**src/ppw_fifo.sv**
```systemverilog
// The request FIFO module sits with the sequencer in ppw_seq.sv

```
**src/ppw_pkg.sv**
```systemverilog
// Package: constants and types for the parallel port write sequencer
package ppw_pkg;
  // Peripheral clock period in core clocks
  localparam int unsigned PCLK_DIV = 2;
  // Phase lengths in peripheral clock periods
  localparam logic [5:0] LATCH_PCLK = 6'h02;
  localparam logic [5:0] ALE_GAP_PCLK = 6'h02;
  localparam logic [5:0] FLASH_PCLK = 6'h07;
  localparam logic [5:0] HOLD_PCLK = 6'h01;
  localparam logic [5:0] RECOV_PCLK = 6'h01;
  // Strobes per latch cycle in 8-bit mode
  localparam logic [2:0] GROUP8 = 3'h4;
  // Reset values and FIFO depth
  localparam logic ALE_POL_RST = 1'b1;
  localparam logic [4:0] DUR_RST = 5'h09;
  localparam int unsigned FIFO_DEPTH = 4;

  typedef enum logic [2:0] {
    PPW_IDLE = 3'b000,
    PPW_LATCH = 3'b001,
    PPW_GAP = 3'b011,
    PPW_STROBE = 3'b010,
    PPW_HOLD = 3'b110,
    PPW_RECOV = 3'b111
  } ppw_state_t;
endpackage

```
**src/ppw_seq.sv**
```systemverilog
// Parallel port memory write sequencer
`timescale 1ns/1ps
`default_nettype none
// Summary of operation
// Run write cycles for external memory writes
// Two periods from latch end to strobe
// Address on bus around latch release
// Strobe low is duration minus flash extension
// Flash mode adds seven-period extension
// Software keeps duration nine or more in flash
// Optional one-period hold after strobe rise
// Data valid one period before strobe low
// Strobe recovery is flash plus hold plus one
// Hold interval before next latch strobe
// 8-bit: upper address high byte, data low
// 8-bit: four strobes per latch cycle
// 16-bit: one strobe if step nonzero
// 16-bit repeat strobes only when step is zero
// Latch strobe active high after reset; here polarity follows the ale_active_low input, which reset does not set
// Counts in peripheral clocks, two core clocks
// Phase state machine with down-counter
module ppw_seq (
  // Clock, reset, enable
  input wire logic clk,
  input wire logic nrst,
  input wire logic ce,
  // Configuration
  input wire logic [4:0] strobe_duration_count,
  input wire logic flash_mode,
  input wire logic hold_cycle,
  input wire logic mode_16bit,
  input wire logic [1:0] address_step_setting,
  input wire logic ale_active_low,
  // Write requests
  input wire logic wr_valid,
  output logic wr_ready,
  input wire logic [15:0] wr_addr,
  input wire logic [15:0] wr_data,
  // Memory pins
  output logic [15:0] muxed_addr_data_bus_o,
  output logic [15:0] muxed_addr_data_bus_oe_n,
  output logic ale_o,
  output logic wr_n_o,
  // Status
  output logic busy
);
  // ********************************
  // Request buffer
  // ********************************
  logic q_valid;
  logic q_ready;
  logic [31:0] q_data;

  ppw_fifo #(.W(32), .DEPTH(ppw_pkg::FIFO_DEPTH)) u_fifo (
    .clk(clk),
    .nrst(nrst),
    .ce(ce),
    .in_valid(wr_valid),
    .in_ready(wr_ready),
    .in_data({wr_addr, wr_data}),
    .out_valid(q_valid),
    .out_ready(q_ready),
    .out_data(q_data)
  );

  // ********************************
  // Peripheral clock tick
  // ********************************
  logic pdiv_q;
  logic tick;
  assign tick = ce && pdiv_q;

  always_ff @(posedge clk) begin
    if (!nrst) begin
      pdiv_q <= 1'b0;
    end else if (ce) begin
      pdiv_q <= ~pdiv_q;
    end
  end

  // ********************************
  // Phase lengths
  // ********************************
  function automatic logic [5:0] strobe_len(input logic [4:0] dur, input logic fl);
    logic [5:0] ext;
    ext = fl ? ppw_pkg::FLASH_PCLK : 6'h00;
    strobe_len = ({1'b0, dur} > ext) ? ({1'b0, dur} - ext) : 6'h01;
  endfunction

  function automatic logic [15:0] bus_word(input logic m16, input logic [15:0] a,
                                           input logic [15:0] d);
    bus_word = m16 ? d : {a[15:8], d[7:0]};
  endfunction

  logic [5:0] hold_len;
  logic [5:0] recov_len;
  assign hold_len = hold_cycle ? ppw_pkg::HOLD_PCLK : 6'h00;
  // Rise to next fall: F + H + 1, hold phase supplies H
  assign recov_len = (flash_mode ? ppw_pkg::FLASH_PCLK : 6'h00)
                     + ppw_pkg::RECOV_PCLK;

  // ********************************
  // Sequencer
  // ********************************
  ppw_pkg::ppw_state_t st_q;
  logic [5:0] cnt_q;
  logic [2:0] left_q;
  logic [15:0] addr_q;
  logic [15:0] data_q;
  logic ale_act_q;
  logic wr_act_q;
  logic more_q;
  logic last_done;
  logic more;
  logic multi;
  logic start;
  logic enter_recov;

  assign busy = (st_q != ppw_pkg::PPW_IDLE);
  assign last_done = (cnt_q <= 6'h01);
  // 8-bit groups of four; 16-bit bursts only with zero step
  assign multi = !mode_16bit || (address_step_setting == 2'h0);
  // Decided on entry to recovery, so the next word can lead its strobe
  assign more = !mode_16bit ? (left_q != 3'h0)
                : (multi && q_valid && (q_data[31:16] == addr_q));
  assign start = tick && (st_q == ppw_pkg::PPW_IDLE) && q_valid;
  assign enter_recov = tick && last_done && (((st_q == ppw_pkg::PPW_STROBE)
                       && (hold_len == 6'h00)) || (st_q == ppw_pkg::PPW_HOLD));
  assign q_ready = start || (enter_recov && mode_16bit && more);

  always_ff @(posedge clk) begin
    if (!nrst) begin
      more_q <= 1'b0;
    end else if (start) begin
      more_q <= 1'b0;
    end else if (enter_recov) begin
      more_q <= more;
    end
  end

  // ********************************
  // Address and data words
  // ********************************
  // Loaded once the old strobe's hold is over, never during it
  always_ff @(posedge clk) begin
    if (!nrst) begin
      addr_q <= 16'h0000;
      data_q <= 16'h0000;
      left_q <= 3'h0;
    end else if (start) begin
      addr_q <= q_data[31:16];
      data_q <= q_data[15:0];
      left_q <= ppw_pkg::GROUP8 - 3'h1;
    end else if (enter_recov && more) begin
      if (!mode_16bit) begin
        // Head word stays queued; only its low byte is borrowed
        left_q <= left_q - 3'h1;
        addr_q <= addr_q + 16'h0001;
        data_q <= q_valid ? {8'h00, q_data[7:0]} : 16'h0000;
      end else begin
        data_q <= q_data[15:0];
      end
    end
  end

  // ********************************
  // Phase state machine
  // ********************************
  always_ff @(posedge clk) begin
    if (!nrst) begin
      st_q <= ppw_pkg::PPW_IDLE;
      cnt_q <= 6'h00;
    end else if (tick) begin
      unique case (st_q)
        ppw_pkg::PPW_IDLE: begin
          if (q_valid) begin
            cnt_q <= ppw_pkg::LATCH_PCLK;
            st_q <= ppw_pkg::PPW_LATCH;
          end
        end
        ppw_pkg::PPW_LATCH: begin
          cnt_q <= cnt_q - 6'h01;
          if (last_done) begin
            cnt_q <= ppw_pkg::ALE_GAP_PCLK;
            st_q <= ppw_pkg::PPW_GAP;
          end
        end
        ppw_pkg::PPW_GAP: begin
          cnt_q <= cnt_q - 6'h01;
          if (last_done) begin
            cnt_q <= strobe_len(strobe_duration_count, flash_mode);
            st_q <= ppw_pkg::PPW_STROBE;
          end
        end
        ppw_pkg::PPW_STROBE: begin
          cnt_q <= cnt_q - 6'h01;
          if (last_done) begin
            if (hold_len != 6'h00) begin
              cnt_q <= hold_len;
              st_q <= ppw_pkg::PPW_HOLD;
            end else begin
              cnt_q <= recov_len;
              st_q <= ppw_pkg::PPW_RECOV;
            end
          end
        end
        ppw_pkg::PPW_HOLD: begin
          cnt_q <= cnt_q - 6'h01;
          if (last_done) begin
            cnt_q <= recov_len;
            st_q <= ppw_pkg::PPW_RECOV;
          end
        end
        ppw_pkg::PPW_RECOV: begin
          cnt_q <= cnt_q - 6'h01;
          if (last_done) begin
            if (more_q) begin
              // Next strobe in the same latch cycle
              cnt_q <= strobe_len(strobe_duration_count, flash_mode);
              st_q <= ppw_pkg::PPW_STROBE;
            end else begin
              st_q <= ppw_pkg::PPW_IDLE;
            end
          end
        end
        default: begin
          st_q <= ppw_pkg::PPW_IDLE;
        end
      endcase
    end
  end

  // ********************************
  // Pin drivers
  // ********************************
  always_ff @(posedge clk) begin
    if (!nrst) begin
      ale_act_q <= 1'b0;
      wr_act_q <= 1'b0;
    end else if (ce) begin
      ale_act_q <= (st_q == ppw_pkg::PPW_LATCH);
      wr_act_q <= (st_q == ppw_pkg::PPW_STROBE);
    end
  end

  assign ale_o = ale_act_q ^ ale_active_low;
  assign wr_n_o = ~wr_act_q;

  always_ff @(posedge clk) begin
    if (!nrst) begin
      muxed_addr_data_bus_o <= 16'h0000;
      muxed_addr_data_bus_oe_n <= 16'hffff;
    end else if (ce) begin
      unique case (st_q)
        ppw_pkg::PPW_LATCH: begin
          muxed_addr_data_bus_o <= addr_q;
          muxed_addr_data_bus_oe_n <= 16'h0000;
        end
        ppw_pkg::PPW_GAP: begin
          // First gap period keeps the address up for the external latch
          if (cnt_q == ppw_pkg::ALE_GAP_PCLK) begin
            muxed_addr_data_bus_o <= addr_q;
          end else begin
            muxed_addr_data_bus_o <= bus_word(mode_16bit, addr_q, data_q);
          end
          muxed_addr_data_bus_oe_n <= 16'h0000;
        end
        ppw_pkg::PPW_STROBE, ppw_pkg::PPW_HOLD: begin
          muxed_addr_data_bus_o <= bus_word(mode_16bit, addr_q, data_q);
          muxed_addr_data_bus_oe_n <= 16'h0000;
        end
        ppw_pkg::PPW_RECOV: begin
          // Next word leads its strobe by the whole recovery
          if (more_q) begin
            muxed_addr_data_bus_o <= bus_word(mode_16bit, addr_q, data_q);
            muxed_addr_data_bus_oe_n <= 16'h0000;
          end else begin
            // Bus released between groups
            muxed_addr_data_bus_o <= 16'h0000;
            muxed_addr_data_bus_oe_n <= 16'hffff;
          end
        end
        default: begin
          muxed_addr_data_bus_o <= 16'h0000;
          muxed_addr_data_bus_oe_n <= 16'hffff;
        end
      endcase
    end
  end
endmodule

// ********************************
// Request FIFO
// ********************************
module ppw_fifo #(
  parameter int W = 32,
  parameter int DEPTH = 4
) (
  // Clock, reset, enable
  input wire logic clk,
  input wire logic nrst,
  input wire logic ce,
  // Fill side
  input wire logic in_valid,
  output logic in_ready,
  input wire logic [W-1:0] in_data,
  // Drain side
  output logic out_valid,
  input wire logic out_ready,
  output logic [W-1:0] out_data
);
  localparam int AW = $clog2(DEPTH);
  logic [W-1:0] mem_q [DEPTH];
  logic [AW-1:0] wr_q;
  logic [AW-1:0] rd_q;
  // One bit wider so full and empty differ
  logic [AW:0] cnt_q;
  logic push;
  logic pop;

  assign in_ready = (cnt_q != (AW+1)'(DEPTH));
  assign out_valid = (cnt_q != '0);
  assign out_data = mem_q[rd_q];
  assign push = ce && in_valid && in_ready;
  assign pop = ce && out_valid && out_ready;

  always_ff @(posedge clk) begin
    if (push) begin
      mem_q[wr_q] <= in_data;
    end
  end

  always_ff @(posedge clk) begin
    if (!nrst) begin
      wr_q <= '0;
      rd_q <= '0;
      cnt_q <= '0;
    end else begin
      if (push) begin
        wr_q <= (wr_q == AW'(DEPTH-1)) ? '0 : wr_q + 1'b1;
      end
      if (pop) begin
        rd_q <= (rd_q == AW'(DEPTH-1)) ? '0 : rd_q + 1'b1;
      end
      cnt_q <= cnt_q + (AW+1)'(push) - (AW+1)'(pop);
    end
  end
endmodule
`default_nettype wire

```
**config.mk**
```make
export PLATFORM = sky130hd
export DESIGN_NAME = ppw_seq
export DESIGN_NICKNAME = d
export VERILOG_FILES = /design/src/ppw_fifo.sv /design/src/ppw_pkg.sv /design/src/ppw_seq.sv
export SDC_FILE = /design/constraint.sdc
export NUM_CORES = 1
export LEC_CHECK = 0
export ABC_AREA = 1
export BUFFER_PORTS_ARGS = -buffer_cell sky130_fd_sc_hd__buf_2
export CAP_MARGIN = 20
export CORE_ASPECT_RATIO = 0.7
export CORE_MARGIN = 10
export CORE_UTILIZATION = 28
export DETAILED_ROUTE_END_ITERATION = 16
export PLACE_DENSITY = 0.51
export SLEW_MARGIN = 20
export SYNTH_ARGS = -nofsm -noshare
export SYNTH_HDL_FRONTEND = slang
export SYNTH_SLANG_ARGS = --single-unit
export TNS_END_PERCENT = 30
```
**constraint.sdc**
```tcl
create_clock -name clk -period 3 [get_ports clk]
set_clock_uncertainty 0.15 [all_clocks]
set_input_delay 0.15 -clock clk [delete_from_list [all_inputs] [get_ports clk]]
set_output_delay 0.15 -clock clk [all_outputs]
set_load 0.02 [all_outputs]
```
==> metrics.md <==
| Metric | Value |
|---|---|
| Yosys cell types | `42` |
| Die area | `0.0415 mm2` |
| Data required time of the worst path | `between 3000 and 4000 ps` |
| P_leak | `around 4.6 nW` |
| Total CTS buffers | `21` |
| Drt first pass iters | `5` |
| Hold Fails Final Rpt | `0` |
| DIE HEIGHT | `173 um` |
| Total global-route track usage | `0.124` |
| RePlAce Congestion | `between 0.9 and 1` |
| Core footprint | `approximately 0.033 mm2` |
| # DRC | `0` |
| GR Layer Usage met1 | `0.188` |
| FP Rows | `56` |
| Area of the mapped netlist | `~0.0094 mm2` |
| Vias in the first global route | `~7200` |
| Critical path class | `flip-flop to flip-flop` |
| PortBufs | `82` |
| Slack of the critical path | `roughly 140 ps` |
| Post-Syn Area per Cell | `~8.9 um2` |
| Wirelength per Cell | `roughly 16 um` |
| First-pass GRT wire length | `just over 40000 um` |
| Worst-path fanout max | `10` |
| CP endpoint kind | `flip-flop` |
| CTS tree | `yes` |
| RSZ-0062 raised after global routing | `true` |
| Final critical delay including setup and external delays | `roughly 2900 ps` |
| Largest net degree at the start of global routing | `34` |
| Max Clk Rate | `350 MHz` |
| Mapped Cells | `1055` |
| Die Width | `239 um` |
| Worst slew pin tran | `723 ps` |
| Grt peak-use layer | `met1` |
| Layout area overhead | `23.7%` |
| Final max-slew violation count | `0` |
| Initial detailed-routing violation count | `707` |
| Grt met2 use | `0.168` |
| # IOs | `between 80 and 90` |
| Remaining antenna violation count after routing | `0` |
| Setup Viol. Count Final | `0` |
| Final Cycle Share | `0.953` |
| Tightest Hold Check Type | `input port to flip-flop` |
| Clock-pin slew on the worst setup and hold paths | `60 ps` |
| Pwr dens | `~610 mW/mm2` |
| Synth warn | `0` |
| Max-Slew Margin vs Limit | `0.517` |
| Syn nets | `about 1100` |
| Pre-CTS setup slack | `around 14 ps` |
| Max clock buf depth | `3` |
| Layout cells sized above 1 | `0.181` |
| DR vias/cell | `~4.6` |
| Starting density of the core | `0.283` |
| Status | `finished, final reports clean` |
| Root buf cell | `clkbuf_16` |
| Peak VDD IR | `between 0.0003 and 0.0004 V` |
| Number of fill cells in the layout | `between 3000 and 4000` |
| CTS H-tree lvls | `1` |
| Via count | `approximately 7600` |
| Met3 Track Usage GR | `0.0370` |
| Post-layout net count | `~1300` |
| # Max-Cap Violations | `0` |
| GRT overflow | `0` |
| Count of state elements after synthesis | `202` |
| Seq/Total Area, Yosys | `0.565` |
| Antenna violations before repair | `0` |
| Post-DP HPWL | `~19000 um` |
| Arrival time of the worst setup path | `roughly 3200 ps` |
| Total routed wirelength | `around 26000 um` |
| Setup_tns | `0 ps` |
| TritonCTS Sinks | `around 200` |
| Worst setup SP type | `flip-flop` |
| Worst-skew pair later-pin latency | `roughly 510 ps` |
==> per-layer routing <==
metal	wire length [um]	part of all wire
met1	13300	0.51
met2	10400	0.40
met3	2210	0.084
met4	280	0.011
met5	0	0
==> cell families (layout without fill, tap and decap cells) <==
family	Yosys count	after routing	share of synthesized area
AND/OR/NAND/NOR	497	497	0.217
flip-flops	202	202	0.565
AO/OA/AOI/OAI	184	184	0.110
buffers and inverters	141	298	0.0708
adder cells (fa/ha/maj)	18	18	0.0255
XOR/XNOR	13	13	0.0121
other	0	1	0
==> layout by cell type, fill, tap and decap left out, types with 3 or more instances in the layout <==
cell           netlist  layout
o22ai_1             32      32
nand3_2             11      14
o21ai_1              5       4
nor2_2               0       3
inv_2                7       6
nand3_1             52      49
ha_1                16      16
nand2_1            270     267
buf_12               0       4
nand2_2              4       7
o21ai_2              2       3
a211oi_1             4       4
nor3_1               8       8
clkbuf_16            0      22
clkinv_2             0       5
dfxtp_1             74      72
clkinv_1             2       3
edfxtp_1           128     128
inv_1               77      76
nor2_1             145     138
a21oi_1             60      60
xor2_1              11      11
dlygate4sd3_1        0      37
buf_4               19      48
nor2_4               0       4
buf_2                5      82
o21ai_0             66      66
==> area by class of cell <==
class,instances,area (um2),area share
Antenna cell,1,2.50,0.000215
Clock buffer,27,591,0.0507
Clock inverter,11,92.6,0.00794
Inverter,86,328,0.0281
Multi-Input combinational cell,712,3500,0.300
Sequential cell,202,5330,0.458
Tap cell,435,544,0.0467
Timing Repair Buffer,174,1260,0.108
==> through the flow <==
step | power (W) | utilization | instances | hold slack (ps) | instance area (um2)
CTS | 0.00722 | 0.347 | 1644 | 9.95 | 11600
global placement | 0.00458 | 0.315 | 1569 | 221 | 10500
finish | 0.00717 | 0.349 | 1648 | 35.9 | 11700
global route | 0.00756 | 0.349 | 1647 | 91.6 | 11700
detailed placement | 0.00458 | 0.315 | 1569 | 221 | 10500
floorplan | 0.00410 | - | 1055 | 98.9 | 9420
==> critical path, cell delays in order, from the launching register on <==
cell and delay (ps):
dfxtp_4 360, inv_4 120, buf_4 180, nand3_1 110, nand3_1 130, nand2_1 70, nor2_1 140, nand2_1 80
nor2_2 110, nand3_2 140, o21ai_2 200, ha_1 150, inv_1 40, ha_1 180, fa_1 350, inv_1 70
o21ai_0 80, a21oi_1 130
==> power by group <==
group,switching [W],internal (W),total [W]
Clock,0.00108,0.00149,0.00257
Combinational,0.000888,0.000501,0.00139
Sequential,0.0000875,0.00312,0.00321
==> registers in the layout, indices dropped and copies added, names as in the netlist, 2 cells and up, named ones only <==
register	count
u_fifo.mem_q	128
addr_q	16
data_q	16
muxed_addr_data_bus_o	16
cnt_q	6
left_q	3
st_q	3
u_fifo.cnt_q	3
u_fifo.rd_q	2
u_fifo.wr_q	2
==> path summary, 6_finish.rpt <==
path	from	cells past startpoint	slack [ps]	end
worst max-delay path	flip-flop	17	140	u_fifo.cnt_q[2]$_SDFF_PN0_
worst min-delay path	flash_mode	6	40	cnt_q[0]$_SDFFE_PN0P_
worst max register to register	flip-flop	17	140	u_fifo.cnt_q[2]$_SDFF_PN0_
worst min register to register	pdiv_q$_SDFFE_PN0P_	1	300	pdiv_q$_SDFFE_PN0P_
==> cell usage after synthesis <==
master	count	area share
o21ai_2	2	0.0019
nand2_1	270	0.11
a21boi_0	1	0.00080
nand4_1	2	0.0013
o31a_1	1	0.00093
xnor2_1	2	0.0019
nand3_1	52	0.028
a31oi_1	2	0.0013
a211oi_1	4	0.0032
o221ai_1	2	0.0019
a21oi_1	60	0.032
buf_4	19	0.015
nor3_1	8	0.0042
clkinv_1	2	0.00080
nand3_2	11	0.012
o22ai_1	32	0.021
o221a_2	1	0.0012
nor2_1	145	0.058
or2_2	1	0.00066
nor4_1	2	0.0013
a21oi_2	1	0.00093
inv_2	7	0.0028
buf_1	1	0.00040
buf_6	8	0.0096
a221oi_2	1	0.0016
o21ai_0	66	0.035
buf_2	5	0.0027
fa_1	2	0.0042
edfxtp_1	128	0.41
a221oi_1	1	0.00093
xor2_1	11	0.010
a311oi_1	1	0.00093
clkbuf_1	22	0.0088
inv_1	77	0.031
nand2_2	4	0.0027
o211ai_1	2	0.0016
nand2_4	1	0.0012
o2111ai_1	2	0.0019
ha_1	16	0.021
o21ai_1	5	0.0027
dfxtp_1	74	0.16
nand3b_1	1	0.00080
==> timing repair <==
action,in CTS,in global routing
setup endpoints to repair,0,2
hold buffers,37,0
gates resized for setup,0,22
endpoints found under the hold margin,135,0
buffers inserted,0,3
(Power assumes the default switching activity.)
